===== config.mk =====
export PLATFORM = sky130hd
export DESIGN_NAME = wdm_datapath
export DESIGN_NICKNAME = d
export VERILOG_FILES = /design/src/logic/wdm_pkg.sv /design/src/logic/wdm_datapath.sv /design/src/logic/wdm_byte_mask.sv
export SDC_FILE = /design/constraint.sdc
export NUM_CORES = 2
export LEC_CHECK = 0
export BUFFER_PORTS_ARGS = -buffer_cell sky130_fd_sc_hd__buf_4
export CAP_MARGIN = 25
export CORE_AREA = 3 3 684 686
export CTS_CLUSTER_DIAMETER = 100
export DETAILED_ROUTE_END_ITERATION = 7
export DIE_AREA = 0 0 687 689
export MAX_ROUTING_LAYER = met4
export PLACE_DENSITY = 0.37
export SLEW_MARGIN = 20
export SYNTH_ARGS = -nofsm -noshare
export SYNTH_HDL_FRONTEND = slang
export SYNTH_SLANG_ARGS = --single-unit

===== constraint.sdc =====
create_clock -name clk_sys -period 3.32 [get_ports clk_sys]
set_input_delay 0.498 -clock clk_sys [delete_from_list [all_inputs] [get_ports clk_sys]]
set_output_delay 0.498 -clock clk_sys [all_outputs]
set_load 0.01 [all_outputs]

===== src/logic/wdm_pkg.sv =====
// Constants and carrier types shared by the width and mask data path
package wdm_pkg;
    // ==========================================================
    // Geometry
    localparam int WORDS = 16;
    localparam int WBITS = 16;
    localparam int CORE_W = 256;
    localparam int BYTES = 32;
    localparam int SER_BITS = 8;
    localparam int SYNC_STAGES = 3;
    // ==========================================================
    // Width configuration codes
    localparam logic [2:0] WIDTH_X16 = 3'h0;
    localparam logic [2:0] WIDTH_X8 = 3'h1;
    localparam logic [2:0] WIDTH_X4 = 3'h2;
    localparam logic [2:0] CFG_RST = WIDTH_X16;
    // ==========================================================
    // Register map and fields
    localparam logic [7:0] ADDR_CFG = 8'h00;
    localparam logic [7:0] ADDR_STAT = 8'h04;
    localparam logic [7:0] ADDR_HOLD_CLR = 8'h08;
    localparam int CFG_WIDTH_LSB = 0;
    localparam int STAT_LOADS_LSB = 0;
    localparam int STAT_BADW_BIT = 8;
    localparam logic [7:0] LOADS_RST = 8'h00;
    // ==========================================================
    // Pattern load order: load word n lands in core word LOAD_TO_CORE[n]
    localparam logic [3:0] LOAD_TO_CORE [16] = '{4'hF, 4'h7, 4'hB, 4'h3, 4'hD, 4'h5, 4'h9,
        4'h1, 4'hE, 4'h6, 4'hA, 4'h2, 4'hC, 4'h4, 4'h8, 4'h0};
    // Index {byte, bit}: core bit carried by that serial bit
    localparam logic [3:0] BIT_MAP [16] = '{4'h2, 4'h6, 4'hA, 4'hE, 4'h3, 4'h7, 4'hB, 4'hF,
        4'h0, 4'h4, 4'h8, 4'hC, 4'h1, 4'h5, 4'h9, 4'hD};
    // ==========================================================
    // Carriers
    typedef struct packed {
        logic valid;
        logic write;
        logic masked;
        logic pattern;
        logic [2:0] bank;
        logic [5:0] column;
        logic [3:0] subcolumn;
        logic [7:0] mask;
    } wdm_col_req_t;
    typedef struct packed {
        logic write;
        logic [2:0] bank;
        logic [9:0] col_addr;
        logic [31:0] byte_we;
        logic [255:0] data;
    } wdm_core_wr_t;
endpackage


===== src/logic/wdm_datapath.sv =====
// Width control, byte mask, pattern load and bank-set steering data path
//
// Notes on behaviour
// RULE1: at x16 each core word goes to its own pin, sixteen bit slots
// RULE2: narrower widths use fewer pins; sub-column selects the core words read
// RULE3: x4 ignores sub-column bits 1:0; bits 3:2 pick a 64-bit block, pins 3:0
// RULE4: sub-column is the low extension of the column address, decoded together
// RULE5: at x16 each core word is filled from its own pin
// RULE6: writes map pins onto core words by width and sub-column, mirroring reads
// RULE7: only x16, x8 and x4 widths exist
// RULE8: masked writes treat data as 32 bytes gated by an eight-bit mask
// RULE9: byte not equal to mask is written, equal byte is left alone
// RULE10: controller picks a mask value unused by all data bytes
// RULE11: masked writes follow ordinary write packet timing
// RULE12: each pin carries two bytes, byte 0 first, bit 0 first
// RULE13: serial byte bits map onto core bits in the fixed interleave
// RULE14: each pin sends core bits D0 to D15 in ascending slots
// RULE15: pattern words 0 to 15 land in the fixed core word order
// RULE16: pattern writes store words selected by width and sub-column bits
// RULE17: each pattern byte shifts the holding register by eight
// RULE18: bank address bit 0 picks even or odd bank set
// RULE19: each bank set has its own core bus, reachable for reads and writes
// RULE20: controller spaces write-to-read by the bank-set minimum
// RULE21: unsupported width codes move no data
//
// Implementation choices: the register addresses and the APB interface to the registers.
`timescale 1ns/1ps
module wdm_datapath
    import wdm_pkg::*;
(
    // Clock, reset, enable
    input wire logic clk_sys,
    input wire logic rst_n,
    input wire logic ce,
    // APB slave
    input wire logic psel,
    input wire logic penable,
    input wire logic pwrite,
    input wire logic [7:0] paddr,
    input wire logic [31:0] pwdata,
    output logic [31:0] prdata,
    output logic pready,
    output logic pslverr,
    // Serial pattern load pins
    input wire logic request_clock,
    input wire logic serial_pattern_frame,
    input wire logic serial_pattern_load,
    // Column requests and pin-side data
    input wire wdm_pkg::wdm_col_req_t col_req,
    input wire logic [255:0] write_bus,
    output logic [255:0] read_bus,
    // Core buses
    input wire logic [255:0] even_set_rd,
    input wire logic [255:0] odd_set_rd,
    output wdm_pkg::wdm_core_wr_t even_set_data_bus,
    output wdm_pkg::wdm_core_wr_t odd_set_data_bus
);
    import wdm_pkg::*;

    // ==========================================================
    // Pin synchronisers
    logic [SYNC_STAGES-1:0] sync_clk, sync_frm, sync_dat;
    logic clk_lvl, frm_lvl, dat_lvl, next_clk_lvl, next_frm_lvl, next_dat_lvl;
    always_ff @(posedge clk_sys or negedge rst_n) begin
        if (!rst_n) begin
            sync_clk <= '0;
            sync_frm <= '0;
            sync_dat <= '0;
        end else if (ce) begin
            sync_clk <= {sync_clk[1:0], request_clock};
            sync_frm <= {sync_frm[1:0], serial_pattern_frame};
            sync_dat <= {sync_dat[1:0], serial_pattern_load};
        end
    end
    // A change is accepted only once stages two and three agree
    always_comb begin
        next_clk_lvl = (sync_clk[1] == sync_clk[2]) ? sync_clk[2] : clk_lvl;
        next_frm_lvl = (sync_frm[1] == sync_frm[2]) ? sync_frm[2] : frm_lvl;
        next_dat_lvl = (sync_dat[1] == sync_dat[2]) ? sync_dat[2] : dat_lvl;
    end
    always_ff @(posedge clk_sys or negedge rst_n) begin
        if (!rst_n) begin
            clk_lvl <= 1'b0;
            frm_lvl <= 1'b0;
            dat_lvl <= 1'b0;
        end else if (ce) begin
            clk_lvl <= next_clk_lvl;
            frm_lvl <= next_frm_lvl;
            dat_lvl <= next_dat_lvl;
        end
    end
    logic rc_rise;
    assign rc_rise = next_clk_lvl & ~clk_lvl;

    // ==========================================================
    // Serial pattern shifter and holding register
    logic [7:0] ser_byte, next_ser_byte;
    logic [2:0] ser_cnt, next_ser_cnt;
    logic [255:0] hold, next_hold;
    logic [7:0] loads, next_loads;
    logic push, hold_clr;
    always_comb begin
        next_ser_byte = ser_byte;
        next_ser_cnt = ser_cnt;
        next_hold = hold;
        next_loads = loads;
        push = 1'b0;
        if (!frm_lvl) begin
            next_ser_cnt = 3'h0;
        end else if (rc_rise) begin
            // Serial field bit 7 arrives first
            next_ser_byte = {ser_byte[6:0], dat_lvl};
            next_ser_cnt = ser_cnt + 3'h1;
            if (ser_cnt == 3'h7) begin
                push = 1'b1;
            end
        end
        // RULE17 shift by eight
        if (push) begin
            next_hold = {hold[247:0], ser_byte[6:0], dat_lvl};
            next_loads = loads + 8'h01;
        end else if (hold_clr) begin
            next_loads = LOADS_RST;
        end
    end
    always_ff @(posedge clk_sys or negedge rst_n) begin
        if (!rst_n) begin
            ser_byte <= '0;
            ser_cnt <= '0;
            hold <= '0;
            loads <= LOADS_RST;
        end else if (ce) begin
            ser_byte <= next_ser_byte;
            ser_cnt <= next_ser_cnt;
            hold <= next_hold;
            loads <= next_loads;
        end
    end
    // Oldest byte sits at the top once a full column of 32 bytes is loaded
    logic [15:0] pat_core [16];
    always_comb begin
        for (int w = 0; w < WORDS; w++) begin
            pat_core[w] = '0;
        end
        // RULE13 RULE15 unscramble
        for (int n = 0; n < WORDS; n++) begin
            for (int k = 0; k < WBITS; k++) begin
                pat_core[LOAD_TO_CORE[n]][BIT_MAP[k]] = hold[(31 - 2*n - k/8)*8 + k%8];
            end
        end
    end

    // ==========================================================
    // APB slave: one wait state, unmapped answers with pslverr
    logic [2:0] width, next_width;
    logic [31:0] next_prdata;
    logic next_pready, next_pslverr, acc, bad_width;
    assign acc = psel & penable & ~pready;
    // RULE7 RULE21 only three codes supported
    assign bad_width = (width != WIDTH_X16) && (width != WIDTH_X8) && (width != WIDTH_X4);
    always_comb begin
        next_width = width;
        next_prdata = 32'h0;
        next_pready = acc;
        next_pslverr = 1'b0;
        hold_clr = 1'b0;
        if (acc) begin
            unique case (paddr)
                ADDR_CFG: begin
                    next_prdata[CFG_WIDTH_LSB +: 3] = width;
                    if (pwrite) begin
                        next_width = pwdata[CFG_WIDTH_LSB +: 3];
                    end
                end
                ADDR_STAT: begin
                    next_prdata[STAT_LOADS_LSB +: 8] = loads;
                    next_prdata[STAT_BADW_BIT] = bad_width;
                end
                ADDR_HOLD_CLR: begin
                    hold_clr = pwrite;
                end
                default: begin
                    next_pslverr = 1'b1;
                end
            endcase
        end
    end
    always_ff @(posedge clk_sys or negedge rst_n) begin
        if (!rst_n) begin
            width <= CFG_RST;
            prdata <= '0;
            pready <= 1'b0;
            pslverr <= 1'b0;
        end else if (ce) begin
            width <= next_width;
            prdata <= next_prdata;
            pready <= next_pready;
            pslverr <= next_pslverr;
        end
    end

    // ==========================================================
    // Column path: width mapping, masking, bank-set steering
    logic [15:0] word_en;
    logic [255:0] core_wdata, rd_core, next_read_bus;
    logic [31:0] byte_ne, byte_we;
    wdm_core_wr_t next_even, next_odd, wr_pkt;
    always_comb begin
        word_en = '0;
        core_wdata = '0;
        next_read_bus = read_bus;
        // RULE18 RULE19 set chosen by bank bit 0
        rd_core = col_req.bank[0] ? odd_set_rd : even_set_rd;
        for (int w = 0; w < WORDS; w++) begin
            // RULE5 RULE6 RULE16 pin to core word map
            unique case (width)
                WIDTH_X16: begin
                    word_en[w] = 1'b1;
                    core_wdata[w*16 +: 16] = write_bus[w*16 +: 16];
                end
                WIDTH_X8: begin
                    word_en[w] = (w/8 == int'(col_req.subcolumn[3]));
                    core_wdata[w*16 +: 16] = write_bus[(w%8)*16 +: 16];
                end
                WIDTH_X4: begin
                    // RULE3 sub-column bits 1:0 unused
                    word_en[w] = (w/4 == int'(col_req.subcolumn[3:2]));
                    core_wdata[w*16 +: 16] = write_bus[(w%4)*16 +: 16];
                end
                default: begin
                    word_en[w] = 1'b0;
                end
            endcase
            if (col_req.pattern) begin
                core_wdata[w*16 +: 16] = pat_core[w];
            end
        end
        if (col_req.valid && !col_req.write) begin
            next_read_bus = '0;
            for (int p = 0; p < WORDS; p++) begin
                // RULE1 RULE2 core word to pin map
                unique case (width)
                    WIDTH_X16: next_read_bus[p*16 +: 16] = rd_core[p*16 +: 16];
                    WIDTH_X8: begin
                        if (p < 8) begin
                            next_read_bus[p*16 +: 16] =
                                rd_core[(8*int'(col_req.subcolumn[3]) + p)*16 +: 16];
                        end
                    end
                    WIDTH_X4: begin
                        if (p < 4) begin
                            next_read_bus[p*16 +: 16] =
                                rd_core[(4*int'(col_req.subcolumn[3:2]) + p)*16 +: 16];
                        end
                    end
                    default: next_read_bus[p*16 +: 16] = 16'h0;
                endcase
            end
        end
        for (int b = 0; b < BYTES; b++) begin
            // RULE8 RULE9 masked byte gating
            byte_we[b] = word_en[b/2] & (~col_req.masked | byte_ne[b]);
        end
        // RULE11 same write timing
        wr_pkt.write = col_req.valid & col_req.write;
        wr_pkt.bank = col_req.bank;
        // RULE4 column plus sub-column address
        wr_pkt.col_addr = {col_req.column, col_req.subcolumn};
        wr_pkt.byte_we = wr_pkt.write ? byte_we : 32'h0;
        wr_pkt.data = core_wdata;
        next_even = '0;
        next_odd = '0;
        if (col_req.bank[0]) begin
            next_odd = wr_pkt;
        end else begin
            next_even = wr_pkt;
        end
    end
    wdm_byte_mask #(
        .BYTES(BYTES)
    ) u_mask (
        .data(core_wdata),
        .mask(col_req.mask),
        .byte_ne(byte_ne)
    );
    always_ff @(posedge clk_sys or negedge rst_n) begin
        if (!rst_n) begin
            read_bus <= '0;
            even_set_data_bus <= '0;
            odd_set_data_bus <= '0;
        end else if (ce) begin
            read_bus <= next_read_bus;
            even_set_data_bus <= next_even;
            odd_set_data_bus <= next_odd;
        end
    end
endmodule


===== src/logic/wdm_byte_mask.sv =====
// Byte compare against the write mask value
`timescale 1ns/1ps
module wdm_byte_mask #(
    parameter int BYTES = 32
) (
    // Data and mask
    input wire logic [BYTES*8-1:0] data,
    input wire logic [7:0] mask,
    // Per-byte enable
    output logic [BYTES-1:0] byte_ne
);
    // ==========================================================
    // Compare
    genvar i;
    generate
        for (i = 0; i < BYTES; i++) begin : g_byte
            // RULE12 RULE14 byte i is bits i*8, bit 0 first
            assign byte_ne[i] = (data[i*8 +: 8] != mask);
        end
    endgenerate
endmodule


==> impl_table.tex <==
\begin{tabular}{lr}
\hline
Metric & Value \\
\hline
\multicolumn{2}{l}{\textbf{Final layout}} \\
\quad Number of nets in the finished design & 8455 \\
\quad Most frequent standard cell in the layout excluding fill and tap cells & sky130\_fd\_sc\_hd\_\_buf\_4 \\
\quad Layout fillers & 50829 \\
\quad Area growth from synthesis to layout & 54.3\% \\
\quad Multi-input gate area & 0.0278 sq mm \\
\quad Commonest cells after routing, fill and taps aside & sky130\_fd\_sc\_hd\_\_buf\_4 (2205), sky130\_fd\_sc\_hd\_\_dfrtp\_1 (1156), sky130\_fd\_sc\_hd\_\_o2bb2ai\_1 (544) \\
\quad Ratio of cells with drive above 1 in the final layout & 0.382 \\
\quad FF+latch area & 0.0290 sq mm \\
\multicolumn{2}{l}{\textbf{Route}} \\
\quad Number of nets with antenna violations after detailed routing & 0 \\
\quad Remaining DRCs & 0 \\
\quad Average detailed-routed wire length per instance & 37.3 um \\
\quad Number of vias per cell & 4.24 \\
\quad Total wirelength of the detailed-routed design & 524000 um \\
\quad Length of the first detailed-routing pass in iterations & 6 \\
\quad DRC marker count from the first detailed-route iteration & 5158 \\
\quad Total via count after detailed routing & 59582 \\
\multicolumn{2}{l}{\textbf{Power}} \\
\quad Leakage & 40.6 nW \\
\quad Internal power component & 29.9 mW \\
\quad Share of power burned in the clock network & 0.425 \\
\quad Worst VDD drop & 0.314 mV \\
\quad Power density of the placed cells & 482 mW/mm\^{}2 \\
\quad Design Power & 44.0 mW \\
\quad Logic pwr share & 0.214 \\
\quad Switching pwr & 14.1 mW \\
\quad Share of power burned in registers & 0.361 \\
\quad Switching part of the total & 0.321 \\
\multicolumn{2}{l}{\textbf{Synth}} \\
\quad Flip-flop cell with the highest count after synthesis & sky130\_fd\_sc\_hd\_\_dfrtp\_1 \\
\quad Post-synth EDFFs & 0 \\
\quad Post-synth cell types & 85 \\
\quad Cell count after synthesis & 5442 \\
\quad Post-synthesis sequential area ratio & 0.490 \\
\quad Area fraction of the dominant cell type after synthesis & 0.490 \\
\quad Post-Syn Area per Cell & 10.9 sq um \\
\quad Count of state elements after synthesis & 1159 \\
\quad Synth async-reset ratio & 1.00 \\
\quad Leading cell types by total area after synthesis & sky130\_fd\_sc\_hd\_\_dfrtp\_1 (49\%), sky130\_fd\_sc\_hd\_\_o2bb2ai\_1 (8.0\%), sky130\_fd\_sc\_hd\_\_mux2i\_1 (6.0\%), sky130\_fd\_sc\_hd\_\_mux2\_2 (4.8\%), sky130\_fd\_sc\_hd\_\_nand2\_1 (3.4\%) \\
\quad Count of yosys warnings during synthesis & 0 \\
\quad Summed instance area of the synthesized netlist & 0.0592 sq mm \\
\quad Leading area contributor after synthesis & sky130\_fd\_sc\_hd\_\_dfrtp\_1 \\
\multicolumn{2}{l}{\textbf{Die}} \\
\quad Chip height & 689 um \\
\quad Number of core rows & 250 \\
\quad Floorplan Core Area & 0.463 sq mm \\
\quad Die extent in x & 687 um \\
\quad Floorplan die area & 0.473 sq mm \\
\quad Number of placed I/O pins & 1736 \\
\quad Initial core utilization & 0.128 \\
\multicolumn{2}{l}{\textbf{CTS}} \\
\quad Buffer depth of the longest clock path & 4 \\
\quad Total number of clock tree sinks & 1159 \\
\quad Number of H-tree branching levels & 4 \\
\quad Clock Latency Late Sink & 0.89 ns \\
\quad CTS clock-pin slew for the worst setup and hold paths & 0.06 ns \\
\quad Clock tree from TritonCTS & done \\
\quad Clock Tree Root & sky130\_fd\_sc\_hd\_\_clkbuf\_16 \\
\quad TritonCTS buffer count & 166 \\
\multicolumn{2}{l}{\textbf{STA}} \\
\quad Max Clk Rate & 0.299 GHz \\
\quad Fin crit share & 1.01 \\
\quad Final critical path time including I/O delays and setup & 3.34 ns \\
\quad Final max-slew violation count & 0 \\
\quad Endpoints failing hold & 0 \\
\quad Final critical-path setup slack & -0.0249 ns \\
\quad Worst slew slack as a fraction of its limit & 0.144 \\
\quad Min Hold Slack & 0.0763 ns \\
\quad Final setup viols & 1 \\
\quad Worst Tran Pin Value & 1.28 ns \\
\quad Clock Skews & 0.0583 ns \\
\multicolumn{2}{l}{\textbf{Outcome}} \\
\quad Outcome & complete, but fails checks \\
\quad Failing checks & setup timing \\
\multicolumn{2}{l}{\textbf{Worst setup path}} \\
\quad Type of the worst setup path & reg -> reg \\
\quad CP arrival & 4.10 ns \\
\quad Worst setup EP type & register \\
\quad Startpoint type of the worst setup path & register \\
\quad Maximum fanout encountered on the critical timing path & 31 \\
\quad Required time of the worst setup path & 4.07 ns \\
\multicolumn{2}{l}{\textbf{Place}} \\
\quad Buffers on Ports & 1682 \\
\quad Final GP Congestion & 1.02 \\
\quad Post-placement worst setup slack & -0.266 ns \\
\quad HPWL after detailed placement & 426000 um \\
\multicolumn{2}{l}{\textbf{Global routing}} \\
\quad Overall routing resource usage & 0.218 \\
\quad Antenna violations before repair & 220 \\
\quad Leftover overflow at the end of global routing & 0 \\
\quad Largest net degree at the start of global routing & 193 \\
\quad Global-route wire length before repair & 661000 um \\
\quad Via count of the first global-routing pass & 61102 \\
\multicolumn{2}{l}{\textbf{Worst hold path}} \\
\quad Kind of path behind the tightest hold check & in -> reg \\
\multicolumn{2}{l}{\textbf{Job}} \\
\quad Number of max-cap violations & 0 \\
\hline
\end{tabular}
==> stage by stage <==
| stage | cell area (sq um) | std cells | setup TNS (ns) | util |
|---|---|---|---|---|
| 2_1_floorplan | 59300 | 5465 | 0 | - |
| 3_3_place_gp | 83000 | 13386 | -3.98 | 0.180 |
| 3_5_place_dp | 83100 | 13387 | -3.45 | 0.180 |
| 4_1_cts | 91000 | 13914 | 0 | 0.197 |
| 5_1_grt | 91300 | 14036 | -0.127 | 0.197 |
| 6_report | 91400 | 14062 | -0.0249 | 0.198 |
==> cell families after synthesis <==
family          share of synthesized area
compound gates                      0.226
buf+inv                            0.0457
flops                               0.490
fa+ha+maj                        0.000634
mux                                 0.132
other cells                     0.0000633
simple gates                       0.0758
xor+xnor                           0.0294
==> synthesized netlist by cell type (all sizes together), types with 18 or more instances <==
cell     instances
a21boi          33
a21o            35
a21oi          179
a221o           31
a221oi          35
a22o            64
a22oi           90
a31oi           52
a32o            65
and2            36
and3            26
buf            207
clkbuf         333
dfrtp         1159
inv             82
mux2           253
mux2i          355
mux4            64
nand2          541
nand2b          35
nand3           42
nand3b          19
nand4           36
nor2            94
nor2b           36
nor3            50
nor4            18
o2111ai         22
o211ai          27
o21ai          381
o22a            67
o22ai           51
o2bb2ai        544
xnor2          172
xor2            27
==> cell type report <==
class / count / area share
timing repair buffer: 2517 / 0.225
sequential: 1159 / 0.318
clock inverter: 76 / 0.0102
clock buffer: 222 / 0.0507
inverter: 86 / 0.00367
multi-input combinational: 3680 / 0.305
antenna: 148 / 0.00405
tap: 6174 / 0.0845
==> sequential cells by signal, indices dropped and copies added, names as in the netlist, 3 cells and up <==
name               flops
ser_cnt                3
loads                  8
read_bus             256
sync_clk               3
width                  3
even_set_data_bus    301
prdata                 9
ser_byte               7
sync_frm               3
hold                 256
sync_dat               3
odd_set_data_bus     302
==> power by group through the flow <==
stage	clock, mW	sequential (mW)	combinational, mW
6_report	18.7	15.9	9.43
5_1_grt	19.8	16.0	9.87
4_1_cts	19.4	15.9	9.60
3_5_place_dp	0	16.1	9.28
3_3_place_gp	0	16.1	9.26
2_1_floorplan	0	16.4	2.59
==> layer usage <==
| layer | vias up | wire (um) | track usage |
|---|---|---|---|
| li1 | 25003 | - | - |
| met1 | 30772 | 172000 | 0.205 |
| met2 | 2847 | 273000 | 0.389 |
| met3 | 960 | 34100 | 0.0522 |
| met4 | 0 | 44800 | 0.159 |
| met5 | - | 0 | - |
==> final timing paths <==
| check | startpoint | slack (ns) | to | depth (start not counted) |
|---|---|---|---|---|
| max | width[1] | -0.02 | odd_set_data_bus[279] | 9 |
| min | pwdata[2] | 0.08 | width[2] | 2 |
| max reg2reg | width[1] | -0.02 | odd_set_data_bus[279] | 9 |
| min reg2reg | read_bus[190] | 0.48 | read_bus[190] | 2 |
| max in group asynchronous | rst_n | 1.77 | hold[224] | 4 |
| min in group asynchronous | rst_n | 0.18 | even_set_data_bus[171] | 2 |
==> worst max-delay path, cell delays in order, from the launching register on <==
cell and delay, ns:
sky130_fd_sc_hd__dfrtp_4 0.50, sky130_fd_sc_hd__buf_4 0.17, sky130_fd_sc_hd__inv_2 0.37, sky130_fd_sc_hd__buf_12 0.28, sky130_fd_sc_hd__nand2_1 0.38, sky130_fd_sc_hd__o22ai_1 0.46, sky130_fd_sc_hd__o32ai_1 0.17, sky130_fd_sc_hd__nor3_1 0.34
sky130_fd_sc_hd__and3b_1 0.39, sky130_fd_sc_hd__o2bb2ai_1 0.12
==> repair_timing <==
action / in CTS / in global routing
gates resized for setup: 14 / 10
hold endpoints to repair: 234 / 0
endpoints found under the setup margin: 22 / 13
pin swaps: 2 / 0
setup buffers: 5 / 0
hold buffers: 224 / 0
Power figures use the tool's default switching activity.
